**src/icl_pkg.sv**
```systemverilog
/*
 icl_pkg: shared constants and types for the init/config loader link.
 Assumes a 25 MHz device clock on both ends.
*/
package icl_pkg;
   // register map of the device end
   localparam logic [7:0] REG_TIME_LOW  = 8'h10;
   localparam logic [7:0] REG_RESULT    = 8'h11;
   localparam logic [7:0] REG_POWER_CONFIGURATION_REGISTER  = 8'h20;
   localparam logic [7:0] REG_LOAD_CTRL = 8'h21;
   localparam logic [7:0] REG_ADDR_LO   = 8'h22;
   localparam logic [7:0] REG_ADDR_HI   = 8'h23;
   localparam logic [7:0] REG_PART_ID   = 8'h24;
   localparam logic [7:0] REG_DATA      = 8'h26;
   localparam logic [7:0] REG_PWR_CTRL  = 8'h27;
   // field values
   localparam logic [7:0] LOAD_PREPARE   = 8'h00;
   localparam logic [7:0] LOAD_COMMIT    = 8'h01;
   localparam logic [7:0] POWER_CONFIGURATION_REGISTER_OPEN  = 8'h00;
   localparam logic [3:0] RESULT_NONE    = 4'h0;
   localparam logic [3:0] RESULT_OK      = 4'h1;
   localparam logic       PWR_SAVE_RST   = 1'b1;
   localparam logic [7:0] PWR_CTRL_RST   = 8'h00;
   localparam logic [7:0] DUMMY_BYTE     = 8'h00;
   localparam logic [7:0] PART_ID_VALUE  = 8'h5A; // arbitrary value
   localparam int         PAYLOAD_BYTES  = 8192;
   // timing
   localparam int CLK_PERIOD_NS     = 40;
   localparam int ACCESS_DELAY_US   = 450;
   localparam int ACCESS_DELAY_CYC  = (ACCESS_DELAY_US * 1000 + CLK_PERIOD_NS - 1) / CLK_PERIOD_NS;
   localparam int TIME_LSB_NS       = 37500;
   localparam int TIME_TICK_CYC     = (TIME_LSB_NS + CLK_PERIOD_NS - 1) / CLK_PERIOD_NS;
   localparam int INIT_LIMIT_MS     = 20;
   localparam int INIT_LIMIT_CYC    = INIT_LIMIT_MS * 1000000 / CLK_PERIOD_NS;
   localparam int FINALIZE_US       = 100;
   localparam int FINALIZE_CYC      = FINALIZE_US * 1000 / CLK_PERIOD_NS;

   typedef enum logic [1:0] {
      ICL_SUSPEND,
      ICL_LOADING,
      ICL_FINALIZE,
      ICL_CONFIG
   } icl_mode_t;

   typedef enum logic [3:0] {
      H_IDLE, H_POWER, H_SELECT, H_ID, H_PS_OFF, H_SETTLE, H_PREPARE,
      H_ADDR_LO, H_ADDR_HI, H_DATA, H_COMMIT, H_POLL
   } icl_hstate_t;
endpackage

```
**src/icl_link_if.sv**
```systemverilog
/*
 icl_link_if: byte-level register access link between host and device.
 Abstracts SPI/I2C framing; req_spi marks an SPI-framed access.
*/
`timescale 1ns/10ps
interface icl_link_if;
   logic       req_valid;
   logic       req_ready;
   logic       req_write;
   logic       req_spi;
   logic [7:0] req_addr;
   logic [7:0] req_data;
   logic       resp_valid;
   logic [7:0] resp_data;

   modport dev (
      input  req_valid, req_write, req_spi, req_addr, req_data,
      output req_ready, resp_valid, resp_data
   );
   modport host (
      output req_valid, req_write, req_spi, req_addr, req_data,
      input  req_ready, resp_valid, resp_data
   );
endinterface

```
**src/icl_host.sv**
```systemverilog
/*
 icl_host: host-side init sequencer with a payload FIFO in front.
 Assumes a device on icl_link_if.host and a byte source on the pay_* port.
*/
`timescale 1ns/10ps
module icl_fifo #(
   parameter int W = 8,
   parameter int D = 16
)(
   input  wire logic         clock_i,
   input  wire logic         resetn_i,
   // fill side
   input  wire logic         in_valid_i,
   input  wire logic [W-1:0] in_data_i,
   output logic              in_ready_o,
   // drain side
   output logic              out_valid_o,
   output logic [W-1:0]      out_data_o,
   input  wire logic         out_ready_i
);
   localparam int AW = $clog2(D);

   if (D < 2 || (1 << AW) != D)
   begin : g_bad_depth
      $error("icl_fifo: depth must be a power of two");
   end

   logic [W-1:0] mem [D];
   logic [AW-1:0] wp;
   logic [AW-1:0] rp;
   logic [AW:0]   count;

   wire push = in_valid_i & in_ready_o;
   wire pop  = out_ready_i & out_valid_o;
   wire [AW:0] next_count = count + (AW+1)'(push) - (AW+1)'(pop);

   assign out_data_o = mem[rp];

   // flags registered so both handshakes come from flops
   always_ff @(posedge clock_i or negedge resetn_i)
   begin
      if (!resetn_i)
      begin
         wp          <= '0;
         rp          <= '0;
         count       <= '0;
         in_ready_o  <= 1'b0;
         out_valid_o <= 1'b0;
      end
      else
      begin
         wp          <= wp + AW'(push);
         rp          <= rp + AW'(pop);
         count       <= next_count;
         in_ready_o  <= next_count != (AW+1)'(D);
         out_valid_o <= next_count != '0;
      end
   end

   always_ff @(posedge clock_i)
   begin
      if (push)
         mem[wp] <= in_data_i;
   end
endmodule

module icl_host #(
   parameter int PAYLOAD_BYTES = icl_pkg::PAYLOAD_BYTES,
   parameter int CHUNK_BYTES   = icl_pkg::PAYLOAD_BYTES,
   parameter int FIFO_DEPTH    = 16,
   parameter int ACCESS_CYC    = icl_pkg::ACCESS_DELAY_CYC,
   parameter int INIT_LIMIT    = icl_pkg::INIT_LIMIT_CYC
)(
   // clock and reset
   input  wire logic        clock_i,
   input  wire logic        resetn_i,
   // device link
   icl_link_if.host         link,
   // control
   input  wire logic        start_i,
   input  wire logic        spi_i,
   output logic             busy_o,
   output logic             done_o,
   output logic             fail_o,
   output logic [7:0]       part_id_o,
   // payload stream
   input  wire logic        pay_valid_i,
   input  wire logic [7:0]  pay_data_i,
   output logic             pay_ready_o
);
   import icl_pkg::*;

   localparam int CW = $clog2(PAYLOAD_BYTES) + 1;

   if (CHUNK_BYTES < 2 || CHUNK_BYTES % 2 != 0 || PAYLOAD_BYTES % CHUNK_BYTES != 0
       || PAYLOAD_BYTES > 131072 || ACCESS_CYC < 1 || ACCESS_CYC > 1048575
       || INIT_LIMIT < 1 || INIT_LIMIT > 1048575)
   begin : g_bad_param
      $error("icl_host: unsupported parameter value");
   end

   icl_hstate_t st;
   logic        spi;
   logic [19:0] timer;
   logic [15:0] woff;
   logic [CW-1:0] total;
   logic [CW-1:0] chunk;
   logic        rx_wait;
   logic [1:0]  rx_cnt;
   logic        req_valid_q;
   logic        req_write_q;
   logic [7:0]  req_addr_q;
   logic [7:0]  req_data_q;
   logic        f_valid;
   logic [7:0]  f_data;

   // request fields chosen by state
   wire is_read   = st == H_SELECT || st == H_ID || st == H_POLL;
   wire issues    = is_read || st == H_PS_OFF || st == H_PREPARE || st == H_ADDR_LO
                    || st == H_ADDR_HI || st == H_DATA || st == H_COMMIT;
   wire can_issue = issues & ~req_valid_q & ~rx_wait & (st != H_DATA | f_valid);
   wire f_pop     = can_issue & (st == H_DATA);
   wire accepted  = req_valid_q & link.req_ready;
   wire timer_out = timer == 20'h0_0000;
   wire [1:0] rx_need = (st == H_SELECT || !spi) ? 2'd1 : 2'd2;
   wire rx_last   = rx_wait & link.resp_valid & (rx_cnt == rx_need - 2'd1);
   wire [7:0] q_addr =
      (st == H_SELECT || st == H_ID) ? REG_PART_ID :
      st == H_PS_OFF  ? REG_POWER_CONFIGURATION_REGISTER :
      (st == H_PREPARE || st == H_COMMIT) ? REG_LOAD_CTRL :
      st == H_ADDR_LO ? REG_ADDR_LO :
      st == H_ADDR_HI ? REG_ADDR_HI :
      st == H_DATA    ? REG_DATA : REG_RESULT;
   wire [7:0] q_data =
      st == H_PREPARE ? LOAD_PREPARE :
      st == H_COMMIT  ? LOAD_COMMIT :
      st == H_ADDR_LO ? woff[7:0] :
      st == H_ADDR_HI ? woff[15:8] :
      st == H_DATA    ? f_data : POWER_CONFIGURATION_REGISTER_OPEN;

   assign link.req_valid = req_valid_q;
   assign link.req_write = req_write_q;
   assign link.req_spi   = spi;
   assign link.req_addr  = req_addr_q;
   assign link.req_data  = req_data_q;

   // payload bytes queue here while the link is busy
   icl_fifo #(
      .W (8),
      .D (FIFO_DEPTH)
   ) u_fifo (
      .clock_i     (clock_i),
      .resetn_i    (resetn_i),
      .in_valid_i  (pay_valid_i),
      .in_data_i   (pay_data_i),
      .in_ready_o  (pay_ready_o),
      .out_valid_o (f_valid),
      .out_data_o  (f_data),
      .out_ready_i (f_pop)
   );

   // request register and answer counting
   always_ff @(posedge clock_i or negedge resetn_i)
   begin
      if (!resetn_i)
      begin
         req_valid_q <= 1'b0;
         req_write_q <= 1'b0;
         req_addr_q  <= 8'h00;
         req_data_q  <= 8'h00;
         rx_wait     <= 1'b0;
         rx_cnt      <= 2'd0;
      end
      else if (can_issue)
      begin
         req_valid_q <= 1'b1;
         req_write_q <= ~is_read;
         req_addr_q  <= q_addr;
         req_data_q  <= q_data;
      end
      else if (accepted)
      begin
         req_valid_q <= 1'b0;
         rx_wait     <= ~req_write_q;
         rx_cnt      <= 2'd0;
      end
      else if (rx_wait && link.resp_valid)
      begin
         rx_cnt  <= rx_cnt + 2'd1;
         rx_wait <= ~rx_last;
      end
   end

   // init sequence
   always_ff @(posedge clock_i or negedge resetn_i)
   begin
      if (!resetn_i)
      begin
         st        <= H_IDLE;
         spi       <= 1'b0;
         timer     <= 20'h0_0000;
         woff      <= 16'h0000;
         total     <= '0;
         chunk     <= '0;
         busy_o    <= 1'b0;
         done_o    <= 1'b0;
         fail_o    <= 1'b0;
         part_id_o <= 8'h00;
      end
      else
      begin
         if (!timer_out)
            timer <= timer - 20'h0_0001;
         case (st)
            H_IDLE:
               if (start_i)
               begin
                  st     <= H_POWER;
                  spi    <= spi_i;
                  timer  <= 20'(ACCESS_CYC);
                  busy_o <= 1'b1;
                  done_o <= 1'b0;
                  fail_o <= 1'b0;
               end
            H_POWER:
               if (timer_out)
                  st <= spi ? H_SELECT : H_ID;
            H_SELECT:
               if (rx_last)
                  st <= H_ID;
            H_ID:
               if (rx_last)
               begin
                  part_id_o <= link.resp_data;
                  st        <= H_PS_OFF;
               end
            H_PS_OFF:
               if (accepted)
               begin
                  st    <= H_SETTLE;
                  timer <= 20'(ACCESS_CYC);
               end
            H_SETTLE:
               if (timer_out)
                  st <= H_PREPARE;
            H_PREPARE:
               if (accepted)
               begin
                  st    <= H_ADDR_LO;
                  woff  <= 16'h0000;
                  total <= '0;
               end
            H_ADDR_LO:
               if (accepted)
                  st <= H_ADDR_HI;
            H_ADDR_HI:
               if (accepted)
               begin
                  st    <= H_DATA;
                  chunk <= '0;
               end
            H_DATA:
               if (accepted)
               begin
                  total <= total + CW'(1);
                  chunk <= chunk + CW'(1);
                  if (total == CW'(PAYLOAD_BYTES - 1))
                     st <= H_COMMIT;
                  else if (chunk == CW'(CHUNK_BYTES - 1))
                  begin
                     woff <= woff + 16'(CHUNK_BYTES / 2);
                     st   <= H_ADDR_LO;
                  end
               end
            H_COMMIT:
               if (accepted)
               begin
                  st    <= H_POLL;
                  timer <= 20'(INIT_LIMIT);
               end
            H_POLL:
               if (rx_last && link.resp_data[3:0] == RESULT_OK)
               begin
                  st     <= H_IDLE;
                  busy_o <= 1'b0;
                  done_o <= 1'b1;
               end
               else if (timer_out && !req_valid_q && !rx_wait)
               begin
                  st     <= H_IDLE;
                  busy_o <= 1'b0;
                  fail_o <= 1'b1;
               end
            default:
               st <= H_IDLE;
         endcase
      end
   end
endmodule

```
**src/flat_wrapper.sv**
```systemverilog
// flat-port wrapper written by rule: the top's interface ports become plain ports
module icl_host_flat import icl_pkg::*;
#(
   parameter int PAYLOAD_BYTES = icl_pkg::PAYLOAD_BYTES,
   parameter int CHUNK_BYTES   = icl_pkg::PAYLOAD_BYTES,
   parameter int FIFO_DEPTH    = 16,
   parameter int ACCESS_CYC    = icl_pkg::ACCESS_DELAY_CYC,
   parameter int INIT_LIMIT    = icl_pkg::INIT_LIMIT_CYC
)
  (clock_i, resetn_i, start_i, spi_i, busy_o, done_o, fail_o, part_id_o, pay_valid_i, pay_data_i, pay_ready_o, link_req_valid, link_req_write, link_req_spi, link_req_addr, link_req_data, link_req_ready, link_resp_valid, link_resp_data);
  icl_link_if link_i ();
  input  wire logic clock_i;
  input  wire logic resetn_i;
  input  wire logic start_i;
  input  wire logic spi_i;
  output logic busy_o;
  output logic done_o;
  output logic fail_o;
  output logic [7:0] part_id_o;
  input  wire logic pay_valid_i;
  input  wire logic [7:0] pay_data_i;
  output logic pay_ready_o;
  output wire logic [$bits(link_i.req_valid)-1:0] link_req_valid;
  output wire logic [$bits(link_i.req_write)-1:0] link_req_write;
  output wire logic [$bits(link_i.req_spi)-1:0] link_req_spi;
  output wire logic [$bits(link_i.req_addr)-1:0] link_req_addr;
  output wire logic [$bits(link_i.req_data)-1:0] link_req_data;
  input wire logic [$bits(link_i.req_ready)-1:0] link_req_ready;
  input wire logic [$bits(link_i.resp_valid)-1:0] link_resp_valid;
  input wire logic [$bits(link_i.resp_data)-1:0] link_resp_data;
  assign link_req_valid = link_i.req_valid;
  assign link_req_write = link_i.req_write;
  assign link_req_spi = link_i.req_spi;
  assign link_req_addr = link_i.req_addr;
  assign link_req_data = link_i.req_data;
  assign link_i.req_ready = link_req_ready;
  assign link_i.resp_valid = link_resp_valid;
  assign link_i.resp_data = link_resp_data;
  icl_host #(.PAYLOAD_BYTES(PAYLOAD_BYTES), .CHUNK_BYTES(CHUNK_BYTES), .FIFO_DEPTH(FIFO_DEPTH), .ACCESS_CYC(ACCESS_CYC), .INIT_LIMIT(INIT_LIMIT)) u_core (.clock_i(clock_i), .resetn_i(resetn_i), .link(link_i), .start_i(start_i), .spi_i(spi_i), .busy_o(busy_o), .done_o(done_o), .fail_o(fail_o), .part_id_o(part_id_o), .pay_valid_i(pay_valid_i), .pay_data_i(pay_data_i), .pay_ready_o(pay_ready_o));
endmodule
```
**config.mk**
```make
export PLATFORM = sky130hd
export DESIGN_NAME = icl_host_flat
export DESIGN_NICKNAME = d
export VERILOG_FILES = /design/src/icl_pkg.sv /design/src/icl_link_if.sv /design/src/icl_host.sv /design/src/flat_wrapper.sv
export SDC_FILE = /design/constraint.sdc
export NUM_CORES = 1
export LEC_CHECK = 0
export ABC_AREA = 1
export BUFFER_PORTS_ARGS = -buffer_cell sky130_fd_sc_hd__clkbuf_2
export CORE_MARGIN = 5
export CORE_UTILIZATION = 57
export CTS_BUF_LIST = sky130_fd_sc_hd__clkbuf_8
export CTS_CLUSTER_DIAMETER = 30
export DETAILED_ROUTE_END_ITERATION = 8
export PLACE_DENSITY = 0.78
export SYNTH_ARGS = -nofsm -noshare
export SYNTH_HDL_FRONTEND = slang
export SYNTH_SLANG_ARGS = --single-unit
```
**constraint.sdc**
```tcl
create_clock -name clock_i -period 2.48 [get_ports clock_i]
set_input_delay 0.124 -clock clock_i [delete_from_list [all_inputs] [get_ports clock_i]]
set_output_delay 0.124 -clock clock_i [all_outputs]
set_load 0.03 [all_outputs]
```
**After elaboration in Yosys (flattened, before gate mapping)**

Memory sizes are Yosys's and may differ from the RTL's.
Index checks and enable logic that the tools add are counted.

- Memories kept: 1
- Latch bits: 0
- Input bits: 23
- Logic and storage cells: 180
- Bits in writable memories: 128
- Memory bits (read-only): 0
- Register bits: 116
- Output and inout port bits: 31

- Shift-type cells: 0
- Bitwise operators: 16
- Mux-type cells: 62
- Reductions and logical operators: 35
- Order comparisons: 0
- $mul: 0
- Add/subtract/negate cells: 10
- Divide/modulo/power cells: 0
- Eq/ne operators: 35

Memory list:

| name | depth | width | rd ports | clocked after memory_dff | wr ports | line | text |
|---|---|---|---|---|---|---|---|
| u_core.u_fifo.mem | 16 | 8 | 1 | 0 | 1 | icl_host.sv:28 | `logic [W-1:0] mem [D];` |

Operators with widths:

| kind | number |
|---|---|
| two-way mux 20 bit | 4 |
| two-way mux 8 bit | 10 |
| two-way mux 16 bit | 4 |
| two-way mux 4 bit | 15 |
| one-hot mux 20 bit (3 select lines) | 1 |
| one-hot mux 14 bit (2 select lines) | 2 |
| one-hot mux 4 bit (12 select lines) | 1 |
| two-way mux 14 bit | 3 |
| one-hot mux 16 bit (2 select lines) | 1 |
| adder 14 x 1 -> 14 bit, second input constant | 2 |
| == test 14 x 13 -> 1 bit, second input constant | 2 |
| zero test 20 bit | 1 |
| != test 2 x 1 -> 1 bit, second input constant | 10 |
| subtractor 20 x 1 -> 20 bit, second input constant | 1 |
| adder 16 x 13 -> 16 bit, second input constant | 1 |
| == test 4 x 3 -> 1 bit, second input constant | 4 |
| == test 4 bit, second input constant | 4 |
| two-way mux 1 bit | 14 |
| AND reduction 13 bit | 1 |
| != test 2 bit, second input constant | 6 |
| AND reduction 3 bit | 4 |
| logical OR 1 bit | 10 |
| nonzero test 2 bit | 5 |
| bitwise AND 1 bit | 9 |
| 23 further kinds | 43 |

**Longest topological paths before layout**

Gate-level depths: netlist of run 1.

- Depth after elaboration: 16
- Mapped depth: 17
- Gate-level depth less buffers: 16

**Modules after synthesis**

From an unflattened synthesis of run 1, not the netlist that was laid out.

- Cells, all modules: 1194
- Area total of the unflattened synthesis: 10787.8 sq um

By module, submodules not included:

| module | sequential area each (sq um) | area an instance (sq um) | instances | cells each |
|---|---|---|---|---|
| icl_fifo | 4219.0 | 6154.7 | 1 | 593 |
| icl_host | 2152.1 | 4633.2 | 1 | 601 |

**Worst setup path after synthesis of run 1**

OpenSTA, ideal clock, no wires.

- Path kind: register to register
- Start: register u_core.st[0]
- End: register u_core.u_fifo.in_ready_o
- Slack: -0.242 ns
- Cell stages (with the launch flop): 17
- Data required time: 2.349 ns
- Buffers on the path: 2
- Period minus slack after synthesis: 2.722 ns
- Library setup time: 0.131 ns
- Data arrival time: 2.592 ns
- Cell sequence: dfrtp_1 > buf_4 > inv_1 > nor2_1 > nand2_2 > buf_6 > clkinv_2 > nand4_1 > inv_1 > ha_1 > inv_1 > ha_1 > inv_1 > fa_1 > o21ai_0 > xor2_1 > nand3_1

- Word-level cells in the longest chain between the ends: 16
- Elaborated cells on any way between the ends: 26

RTL lines:

| item | line | text |
|---|---|---|
| from (decl) | icl_host.sv:102 | `icl_hstate_t st;` |
| from (signal assigned) | icl_host.sv:227 | `st <= spi ? H_SELECT : H_ID;` |
| == test 4 x 2 -> 1 bit | icl_host.sv:118 | `wire is_read = st == H_SELECT \|\| st == H_ID \|\| st == H_POLL;` |
| logical OR 1 bit (2 in a row) | icl_host.sv:118 |  |
| logical OR 1 bit (3 in a row) | icl_host.sv:119 | `wire issues = is_read \|\| st == H_PS_OFF \|\| st == H_PREPARE \|\| st == H_ADDR_LO` |
| logical OR 1 bit (3 in a row) | icl_host.sv:120 | `\|\| st == H_ADDR_HI \|\| st == H_DATA \|\| st == H_COMMIT;` |
| bitwise AND 1 bit (3 in a row) | icl_host.sv:121 | `wire can_issue = issues & ~req_valid_q & ~rx_wait & (st != H_DATA \| f_valid);` |
| bitwise AND 1 bit (*) | icl_host.sv:122 | `wire f_pop = can_issue & (st == H_DATA);` |
| bitwise AND 1 bit (*) | icl_host.sv:34 | `wire pop = out_ready_i & out_valid_o;` |
| subtractor 5 x 1 -> 5 bit (*) | icl_host.sv:35 | `wire [AW:0] next_count = count + (AW+1)'(push) - (AW+1)'(pop);` |
| via u_core.u_fifo.next_count[4] | icl_host.sv:35 |  |
| != test 5 bit (*) | icl_host.sv:55 | `in_ready_o <= next_count != (AW+1)'(D);` |
| to (signal assigned) | icl_host.sv:55 |  |
| to (decl) | icl_host.sv:15 | `output logic in_ready_o,` |

Mark *: on every way through the listed nets, which the timed path passes. The rest lies on a longest branch.
A chain may end at the register's enable or synchronous reset.

**Worst setup path in the final report of run 1**

- Start: register u_core.st[1]
- End: register u_core.u_fifo.in_ready_o

Same word-level chain as after synthesis.

==> results.json, run 1 <==
{
  "status": "finished with violations",
  "violations": "negative setup slack",
  "ioPinCount": 54,
  "totalWireLength_um": 25700,
  "timing.rr.end": "u_core.u_fifo.in_ready_o",
  "drc_errors": 0,
  "min_from": "pay_data_i[5]",
  "gp_congestion": 0.923,
  "setup_ws_ns": -0.0744,
  "ys_seq_elements": 229,
  "cts_tree": "yes",
  "cp_max_fo": 6,
  "grt_pass1_wl_um": 42800,
  "die-area_um2": 21800,
  "antenna_found_initial": 0,
  "cp-end-kind": "flop",
  "startpoint_type": "flop",
  "synth_cell_type_count": 47,
  "cts_max_level": 2,
  "rsz0062_at_grt": "yes",
  "multi_input_area_um2": 3890,
  "globalRoute.totalOverflow": 0,
  "dp_hpwl_um": 17000,
  "portBuffers": 50,
  "p_per_area_nw_per_um2": 1020,
  "rows": 50,
  "whs_path_depth": 1,
  "ys_seq_area_share_pct": 59.1,
  "area_delta_synth_final_pct": 21.5,
  "wire_per_inst_um": 16.2,
  "grt_pass1_vias": 8786,
  "regArea_um2": 6380,
  "postLayoutCellArea_um2": 13100,
  "syn_avg_cell_area_um2": 9.35,
  "worstPathRequired_ns": 2.92,
  "vias": 8704,
  "leakagePower_nw": 5.88,
  "avgViaCountPerCell": 5.48,
  "drtPass1Iterations": 5,
  "finalCritPeriodShare_pct": 103,
  "crit_type": "flop to flop",
  "r2r_slack_ns": -0.07,
  "r2r_start": "u_core.st[1]",
  "synth_cells": 1153,
  "synth_warnings": 0,
  "cts-root-buf": "clkbuf_8",
  "drt_iter0_drc": 817,
  "hold_class": "input port to flop",
  "initial_utilization_pct": 57.9,
  "worst_clock_skew_ns": 0.0318,
  "final_nets": 1353,
  "clock_latency_ns": 0.57,
  "tightest_slew_ns": 0.723,
  "whs_endpoint": "u_core.u_fifo.mem[7][5]",
  "dpl-instance-area_um2": 11700,
  "ff2ff_path_depth": 16,
  "critical_path_arrival_ns": 3.00,
  "ir_drop_uv": 726,
  "drtAntennaViolNets": 0,
  "setup_violations": 6,
  "track_usage_pct": 24.0,
  "coreArea_um2": 18600,
  "cts_inserted_buffers": 48,
  "clk_pin_slew_ns": 0.06,
  "fmax_mhz": 391,
  "layout_common_cells": "nand2_1 (298), nor2_1 (142), edfxtp_1 (128)",
  "fin_crit_ns": 2.55,
  "cts.path.max_buffers": 3,
  "relSlewSlack_pct": 51.8,
  "max-cap-violations": 0,
  "cts.sinks": 229,
  "layout_commonest_cell": "nand2_1",
  "syn_area_um2": 10800,
  "drive_gt1_share_pct": 19.9,
  "tns_ns": -0.334,
  "drv_slew": 0,
  "die_y_um": 148,
  "diodes": 0,
  "die_x_um": 148,
  "finalHoldViolCount": 0,
  "grt_start_max_net_pins": 49,
  "nFillCells": 1400
}
## layout make-up
cell class              count  share of cell area, %
clock inverters            35                   2.67
well taps                 234                   2.23
flip-flops and latches    229                   48.7
multi-input cells         787                   29.7
inverters                 103                   2.99
repair buffers            146                   8.07
clock buffers              54                   5.67
## report_power, final
| group | switching, mW | total, mW | internal, mW |
|---|---|---|---|
| clock | 1.79 | 4.46 | 2.67 |
| sequential | 0.431 | 5.15 | 4.72 |
| combinational | 2.44 | 3.81 | 1.37 |
## how the worst max path moves through the flow
stage,endpoint,slack [ns],depth (start not counted),start
after floorplan,u_core.u_fifo.out_valid_o,-0.07,16,u_core.st[3]
after global placement,u_core.u_fifo.out_valid_o,-0.06,16,u_core.st[0]
after detailed placement,u_core.u_fifo.in_ready_o,-0.17,16,u_core.st[0]
after CTS,u_core.u_fifo.in_ready_o,-0.04,15,u_core.st[1]
after global routing,u_core.u_fifo.out_valid_o,-0.16,15,u_core.st[2]
final,u_core.u_fifo.in_ready_o,-0.07,16,u_core.st[1]
## registers in the layout, summed over array words and instances, names as in the netlist, 4 cells and up
name and flops:
u_core.u_fifo.mem 128, u_core.timer 20, u_core.chunk 14, u_core.total 14, u_core.link.req_data 8, u_core.part_id_o 8
u_core.link.req_addr 5, u_core.u_fifo.count 5, u_core.st 4, u_core.u_fifo.rp 4, u_core.u_fifo.wp 4, u_core.woff 4
## critical path: stages (launching register included)
cell and delay, ns:
dfrtp_2 0.46, buf_6 0.14, nor2_4 0.12, nand2_4 0.06, nand2_2 0.07, nor2_1 0.05
nand2_2 0.07, nand4_1 0.09, inv_2 0.10, ha_4 0.20, inv_2 0.06, ha_4 0.12
inv_2 0.04, fa_2 0.52, inv_2 0.04, nor3_2 0.17, nand3_1 0.09
## synth_stat cells (all sizes together)
cell type  count  area (um^2)
nand4         15         93.8
edfxtp       128         3840
o211ai         7         52.6
dfrtp        101         2530
a32o           1         10.0
and2           2         15.0
nor3b          2         15.0
buf           19          144
o21a           1         7.51
a31oi          1         6.26
xor2          18          158
xnor2          4         35.0
a21boi         1         7.51
a21oi         43          215
fa             1         20.0
nor2         152          608
clkinv         3         12.5
a21o           1         7.51
nor3          21          131
conb           1         3.75
o21ai         82          463
ha            14          175
or2            5         31.3
o221ai         2         17.5
o22ai          5         31.3
clkbuf        17         63.8
inv          100          375
nand3         87          460
nand2        311         1190
nand3b         6         45.0
nor4           1         6.26
o31ai          1         7.51
## logic make-up (layout without fill, tap and decap cells)
kind of cell	Yosys count	after routing	synth area share, %
xor gates and xnor gates	22	22	1.79
and+or+nand+nor	602	602	24.1
other	1	3	0.0348
buffers and inverters	139	338	5.52
adders and majority gates	15	15	1.81
AOI/OAI and AO/OA	145	145	7.66
DFF	229	229	59.1
## per-layer routing
metal,vias up,GRT usage [%],part of all wire (%)
met5,-,0,0
met4,0,9.37,2.8
met3,69,4.69,7.6
met2,351,38.4,47
met1,4117,32.8,43
li1,4167,-,-
## per-stage QoR
step           setup WS [ns]  std cells  power, mW  util [%]  hold slack (ns)
2_1_floorplan        -0.0701       1155       7.59         -           -0.172
3_3_place_gp         -0.0636       1463       8.66      62.6            0.127
3_5_place_dp          -0.169       1463       8.78      62.6            0.132
4_1_cts              -0.0358       1585       13.4      70.1         0.000647
5_1_grt               -0.155       1588       14.2      70.3           0.0302
6_report             -0.0744       1588       13.4      70.3           0.0232
## what timing repair did
action / in CTS / in global routing
setup buffers: 14 / 4
endpoints found under the hold margin: 198 / 0
resized for setup: 6 / 4
pin swaps: 12 / 4
endpoints found under the setup margin: 3 / 7
hold buffers: 19 / 0
Power figures use the tool's default switching activity.
==> run 2: changes to the inputs <==
--- a/config.mk
+++ b/config.mk
@@ -13,6 +13,7 @@
 export CTS_CLUSTER_DIAMETER = 30
 export DETAILED_ROUTE_END_ITERATION = 8
 export PLACE_DENSITY = 0.78
+export SETUP_SLACK_MARGIN = 0.2
 export SYNTH_ARGS = -nofsm -noshare
 export SYNTH_HDL_FRONTEND = slang
 export SYNTH_SLANG_ARGS = --single-unit
==> run 2 against run 1 <==
  * The flow still finishes with violations (negative setup slack)
  * Power is 1.3% lower
  * Worst setup slack lost 0.079 ns
  * Hold slack got worse by 0.0039 ns
  * Critical path depth is the same
  * Combinational power rose by 3%
  * Sequential share of layout area increased by 0.28 points
  * Wire length about the same
  * Die area stayed put
  * Clock skew rose by 0.017 ns
  * Largest cell class unchanged
==> results.json, run 2 (same netlist as run 1, synthesis figures left out) <==
{
  "die-area_um2": 21800,
  "grt_busiest_layer": "met2",
  "power.total_mw": 13.3,
  "ir_drop_uv": 685,
  "antenna_found_initial": 0,
  "setup_ws_ns": -0.153,
  "worst_clock_skew_ns": 0.0491,
  "cts_max_level": 2,
  "cts_inserted_buffers": 48,
  "cts-root-buf": "clkbuf_8",
  "layout_commonest_cell": "nand2_1",
  "relSlewSlack_pct": 52.4,
  "critical_path_arrival_ns": 3.07,
  "fmax_mhz": 380,
  "track_usage_pct": 23.9,
  "top_regs": "u_core.u_fifo.mem: 128 flops, u_core.timer: 20 flops",
  "worstPathRequired_ns": 2.91,
  "ioPinCount": 54,
  "totalWireLength_um": 25700,
  "drive_gt1_share_pct": 19.6,
  "cts.path.max_buffers": 3,
  "switching_share_pct": 35.9,
  "grt_pass1_wl_um": 42000,
  "wire_per_inst_um": 16.2,
  "switchingPower_mw": 4.76,
  "coreArea_um2": 18600,
  "leakagePower_nw": 5.81,
  "use_met2_pct": 37.9,
  "hold_class": "input port to flop",
  "cp_max_fo": 5,
  "avgViaCountPerCell": 5.42,
  "status": "finished with violations",
  "finalHoldViolCount": 0,
  "p_int_mw": 8.50,
  "initial_utilization_pct": 57.9,
  "pre_cts_ws_ns": -0.184,
  "crit_type": "flop to flop",
  "p_per_area_nw_per_um2": 1020,
  "combPwrFrac_pct": 29.7,
  "final_nets": 1347,
  "grt_start_max_net_pins": 51,
  "grt_use_met1_pct": 33.7,
  "grt_pass1_vias": 8387,
  "layout_common_cells": "nand2_1 (298), nor2_1 (141), edfxtp_1 (128)",
  "largest-register": "u_core.u_fifo.mem",
  "gp_congestion": 0.907,
  "fin_crit_ns": 2.63,
  "drt_iter0_drc": 739,
  "diodes": 0,
  "startpoint_type": "flop",
  "seqPwrFrac_pct": 38.9,
  "setup_violations": 2,
  "max-cap-violations": 0,
  "nFillCells": 1366,
  "grt_use_met3_pct": 4.38,
  "cts.sinks": 229,
  "violations": "negative setup slack",
  "cts_tree": "yes",
  "drc_errors": 0,
  "r2r_slack_ns": -0.15,
  "die_y_um": 148,
  "portBuffers": 50,
  "drtPass1Iterations": 5,
  "globalRoute.totalOverflow": 0,
  "clock_latency_ns": 0.60,
  "largest_reg_flops": 128,
  "finalCritPeriodShare_pct": 106,
  "drtAntennaViolNets": 0,
  "tightest_slew_ns": 0.714,
  "clk_pin_slew_ns": 0.06,
  "vias": 8577,
  "die_x_um": 148,
  "rsz0062_at_grt": "yes",
  "area_delta_synth_final_pct": 20.8,
  "drv_slew": 0,
  "cp-end-kind": "flop",
  "rows": 50,
  "p_clk_share_pct": 31.4,
  "dp_hpwl_um": 17400
}
==> run 2: what timing repair did <==
item | in CTS | in global routing
setup endpoints to repair | 5 | 7
hold endpoints to repair | 184 | 0
resized for setup | 8 | 5
gates cloned | 0 | 0
buffers inserted | 1 | 4
hold buffers | 21 | 0
pin swaps | 12 | 9
==> run 2: worst paths after layout <==
check	startpoint	endpoint	cells past startpoint
hold reg to reg	u_core.link.req_addr[5]	u_core.link.req_addr[5]	2
min in group asynchronous	resetn_i	u_core.u_fifo.rp[1]	2
setup / recovery	u_core.st[1]	u_core.u_fifo.in_ready_o	16
hold / removal	link_resp_valid	u_core.rx_cnt[0]	4
max in group asynchronous	resetn_i	u_core.part_id_o[3]	3
setup reg to reg	u_core.st[1]	u_core.u_fifo.in_ready_o	16
==> run 2: power groups by stage <==
stage	clock network, mW	registers (mW)	logic [mW]
floorplan	0	5.35	2.27
global placement	0	5.17	3.57
detailed placement	0	5.19	3.68
CTS	4.22	5.14	3.79
global route	4.45	5.22	4.35
finish	4.16	5.15	3.94
==> run 2: layer usage <==
layer	share of wire [%]	wire, um
met1	44	11200
met5	0	0
met2	47	12200
met4	1.7	448
met3	7.0	1800
==> run 2: worst max-delay path, stage by stage, from the launching register on <==
cell     delay, ns
dfrtp_2       0.45
buf_6         0.13
nor2_4        0.12
nand2_4       0.08
nand2_2       0.08
nor2_2        0.04
nand2_2       0.07
nand4_1       0.09
inv_2         0.10
ha_4          0.21
inv_4         0.05
ha_4          0.12
inv_2         0.03
fa_2          0.52
inv_2         0.06
nor3_4        0.20
nand3_1       0.11
==> run 2: stage by stage <==
step | utilization (%) | hold WS, ns | instance area (um^2) | std cells | setup TNS (ns)
floorplan | - | -0.172 | 10900 | 1155 | -0.137
global placement | 62.8 | 0.214 | 11700 | 1467 | -0.129
detailed placement | 62.8 | 0.215 | 11700 | 1467 | -0.373
CTS | 69.6 | 0.00101 | 13000 | 1579 | -0.215
global route | 69.9 | 0.0342 | 13000 | 1583 | -0.541
finish | 69.9 | 0.0194 | 13000 | 1583 | -0.277
==> run 2: layout make-up <==
| class | count | area [um^2] | area share [%] |
|---|---|---|---|
| clock buffer | 50 | 688 | 5.28 |
| clock inverter | 40 | 344 | 2.64 |
| inverter | 103 | 394 | 3.03 |
| multi-input combinational | 787 | 3920 | 30.1 |
| sequential | 229 | 6380 | 48.9 |
| tap | 234 | 293 | 2.25 |
| timing repair buffer | 140 | 1010 | 7.78 |
==> run 3: changes to the inputs <==
--- a/config.mk
+++ b/config.mk
@@ -5,7 +5,6 @@
 export SDC_FILE = /design/constraint.sdc
 export NUM_CORES = 1
 export LEC_CHECK = 0
-export ABC_AREA = 1
 export BUFFER_PORTS_ARGS = -buffer_cell sky130_fd_sc_hd__clkbuf_2
 export CORE_MARGIN = 5
 export CORE_UTILIZATION = 57
==> run 3 against run 2 <==
  * Global-route usage is 0.97 points lower
  * Clock power shrank 2%
  * The flow now finishes without violations
  * Maximum frequency is 9.9% higher
  * Largest power group unchanged
  * Largest cell class unchanged
  * Power is 2.0% higher
  * Sequential share of layout area is 3.1 points higher
==> results.json, run 3 <==
{
  "grt_start_max_net_pins": 52,
  "whs_path_depth": 1,
  "setup_ws_ns": 0.0843,
  "fin_cells": 1119,
  "cp_num_buf_inv": 4,
  "p_per_area_nw_per_um2": 1100,
  "switchingPower_mw": 4.47,
  "dp_hpwl_um": 14900,
  "ys.flop_type": "edfxtp_1",
  "die_x_um": 143,
  "avgViaCountPerCell": 5.89,
  "slowest_delay_ns": 0.52,
  "synth_area_leaders": "edfxtp_1 (38%), dfrtp_1 (25%), mux4_2 (8.3%)",
  "critPathTopFamily": "adder cells",
  "grt_busiest_layer": "met2",
  "slowest_stage": "fa_2",
  "combPwrFrac_pct": 31.0,
  "drc_errors": 0,
  "cts-root-buf": "clkbuf_8",
  "synth_cells": 717,
  "diodes": 0,
  "pre_cts_ws_ns": 0.0635,
  "cts.sinks": 229,
  "use_met2_pct": 41.3,
  "cts_inserted_buffers": 44,
  "dpl-instance-area_um2": 10800,
  "ys_seq_area_share_pct": 63.6,
  "die_y_um": 143,
  "ioPinCount": 54,
  "portBuffers": 50,
  "totalWireLength_um": 23000,
  "drtAntennaViolNets": 0,
  "top_regs": "u_core.u_fifo.mem: 128 flops, u_core.timer: 20 flops",
  "grt_pass1_vias": 6988,
  "synth_commonest_cells": "edfxtp_1 (128), dfrtp_1 (101), nor2_1 (67), nand2_1 (45), mux4_2 (37)",
  "synth_warnings": 0,
  "switching_share_pct": 33.1,
  "cts_max_level": 2,
  "largest_reg_flops": 128,
  "status": "finished, final reports clean",
  "yosys.area.top_type_share_pct": 38.4,
  "rows": 48,
  "setup_violations": 0,
  "synth_cell_type_count": 64,
  "regArea_um2": 6370,
  "whs_endpoint": "u_core.u_fifo.mem[8][6]",
  "initial_utilization_pct": 57.9,
  "p_int_mw": 9.04,
  "worstPathRequired_ns": 2.87,
  "syn_area_um2": 10000,
  "yosysTopAreaCell": "edfxtp_1",
  "finalHoldViolCount": 0,
  "die-area_um2": 20300,
  "area_delta_synth_final_pct": 22.3,
  "relSlewSlack_pct": 60.9,
  "drv_slew": 0,
  "power.total_mw": 13.5,
  "hold_class": "input port to flop",
  "antenna_found_initial": 0,
  "largest-register": "u_core.u_fifo.mem",
  "grt_use_met3_pct": 4.87,
  "fin_crit_ns": 2.40,
  "tightest_slew_ns": 0.586,
  "ff2ff_path_depth": 12,
  "rsz0062_at_grt": "yes",
  "finalCritPeriodShare_pct": 96.6,
  "clock_latency_ns": 0.56,
  "clk_pin_slew_ns": 0.06,
  "worst_clock_skew_ns": 0.0384,
  "leakagePower_nw": 4.87,
  "layout_commonest_cell": "edfxtp_1",
  "async_flop_share_pct": 44.1,
  "grt_pass1_wl_um": 36400,
  "post-place-cells": 1005,
  "crit_type": "flop to flop",
  "globalRoute.totalOverflow": 0,
  "multi_input_area_um2": 3590,
  "postLayoutCellArea_um2": 12200,
  "grt_use_met1_pct": 27.3,
  "synth.most_common_cell": "edfxtp_1",
  "final_nets": 898,
  "cts.path.max_buffers": 3,
  "drive_gt1_share_pct": 29.6,
  "coreArea_um2": 17300,
  "crit_path_frequent_cell": "inv_2",
  "ir_drop_uv": 667,
  "max-cap-violations": 0,
  "min_from": "pay_data_i[6]",
  "fin_util_pct": 70.8,
  "p_clk_share_pct": 30.2,
  "gp_congestion": 0.926,
  "synth-edff-count": 128,
  "r2r_slack_ns": 0.08,
  "track_usage_pct": 23.0,
  "ys_seq_elements": 229,
  "nFillCells": 1155,
  "vias": 6593,
  "cp-end-kind": "flop",
  "cts_tree": "yes",
  "fmax_mhz": 417,
  "startpoint_type": "flop",
  "syn_avg_cell_area_um2": 14.0,
  "wire_per_inst_um": 20.5,
  "drt_iter0_drc": 542,
  "timing.rr.end": "u_core.u_fifo.in_ready_o",
  "layout_common_cells": "edfxtp_1 (128), dfrtp_1 (99), nor2_1 (63)",
  "critical_path_arrival_ns": 2.79,
  "seqPwrFrac_pct": 38.8,
  "drtPass1Iterations": 5,
  "r2r_start": "u_core.st[1]",
  "cp_max_fo": 3,
  "crit_chain": "nand2b_4, nor2_4, nand3_2, inv_2, ha_4, inv_4, ha_4, inv_2, fa_2, inv_2, nor4_4, nand2_1"
}
-- run 3: cell count changes in the layout (fill, tap and decap cells not counted), moves of 9 or more --
cell	change
a21oi_1	-24
buf_4	-18
inv_1	-70
mux4_2	+37
nand2_1	-253
nand2_2	-11
nand3_1	-60
nor2_1	-78
o21ai_0	-38
o21ai_2	-9
xnor2_1	+19
-- run 3: kinds of logic (layout without fill, tap and decap cells) --
logic type	Yosys count	in the layout	synth area share [%]
buffers and inverters	54	229	2.37
xor gates and xnor gates	48	48	4.20
other	1	3	0.0374
muxes	50	50	10.1
DFF	229	229	63.6
adders and majority gates	15	15	1.95
and+or+nand+nor	221	221	11.3
AOI/OAI and AO/OA	99	99	6.40
-- run 3: area by class of cell --
type	instances	area share, %
inverters	25	0.787
repair buffers	124	7.44
clock inverters	27	2.18
multi-input cells	436	29.3
flip-flops and latches	229	52.1
well taps	225	2.30
clock buffers	53	5.96
-- run 3: worst max-delay path by stage --
stage / endpoint / startpoint / slack, ns / cells after the start
4_1_cts: u_core.part_id_o[7] / u_core.st[3] / 0.17 / 6
2_1_floorplan: u_core.u_fifo.out_valid_o / u_core.st[1] / 0.06 / 13
6_report: u_core.u_fifo.in_ready_o / u_core.st[1] / 0.08 / 12
3_3_place_gp: u_core.u_fifo.out_valid_o / u_core.st[1] / 0.16 / 12
5_1_grt: u_core.u_fifo.in_ready_o / u_core.st[1] / -0.02 / 12
3_5_place_dp: u_core.u_fifo.in_ready_o / u_core.st[1] / 0.06 / 12
-- run 3: worst reg2reg max path: stages, from the launching register on --
cell	delay [ns]
dfrtp_1	0.41
nand2b_4	0.18
nor2_4	0.13
nand3_2	0.10
inv_2	0.09
ha_4	0.20
inv_4	0.06
ha_4	0.13
inv_2	0.03
fa_2	0.52
inv_2	0.05
nor4_4	0.29
nand2_1	0.09
-- run 3: repair_timing --
item | 4_1_cts | 5_1_grt
endpoints found under the setup margin | 13 | 30
hold buffers | 20 | 0
endpoints found under the hold margin | 210 | 0
resized for setup | 11 | 13
buffers inserted | 11 | 3
pin swaps | 9 | 7
-- run 3: stage by stage --
step	hold slack [ns]	TNS, ns
finish	0.0284	0
CTS	0.00276	0
floorplan	-0.172	0
detailed placement	0.0795	0
global route	0.0180	-0.0214
global placement	0.0688	0
-- run 3: metal layers --
metal / vias up / share of wire [%]
li1: 2961 / -
met1: 3334 / 39
met2: 241 / 53
met3: 57 / 5.1
met4: 0 / 2.9
met5: - / 0
-- run 3: power groups by stage --
stage	combinational [mW]	sequential (mW)	clock (mW)
after floorplan	2.47	5.40	0
after global placement	3.59	5.21	0
after detailed placement	3.78	5.27	0
after CTS	4.06	5.21	4.14
after global routing	4.54	5.29	4.35
final	4.19	5.24	4.08
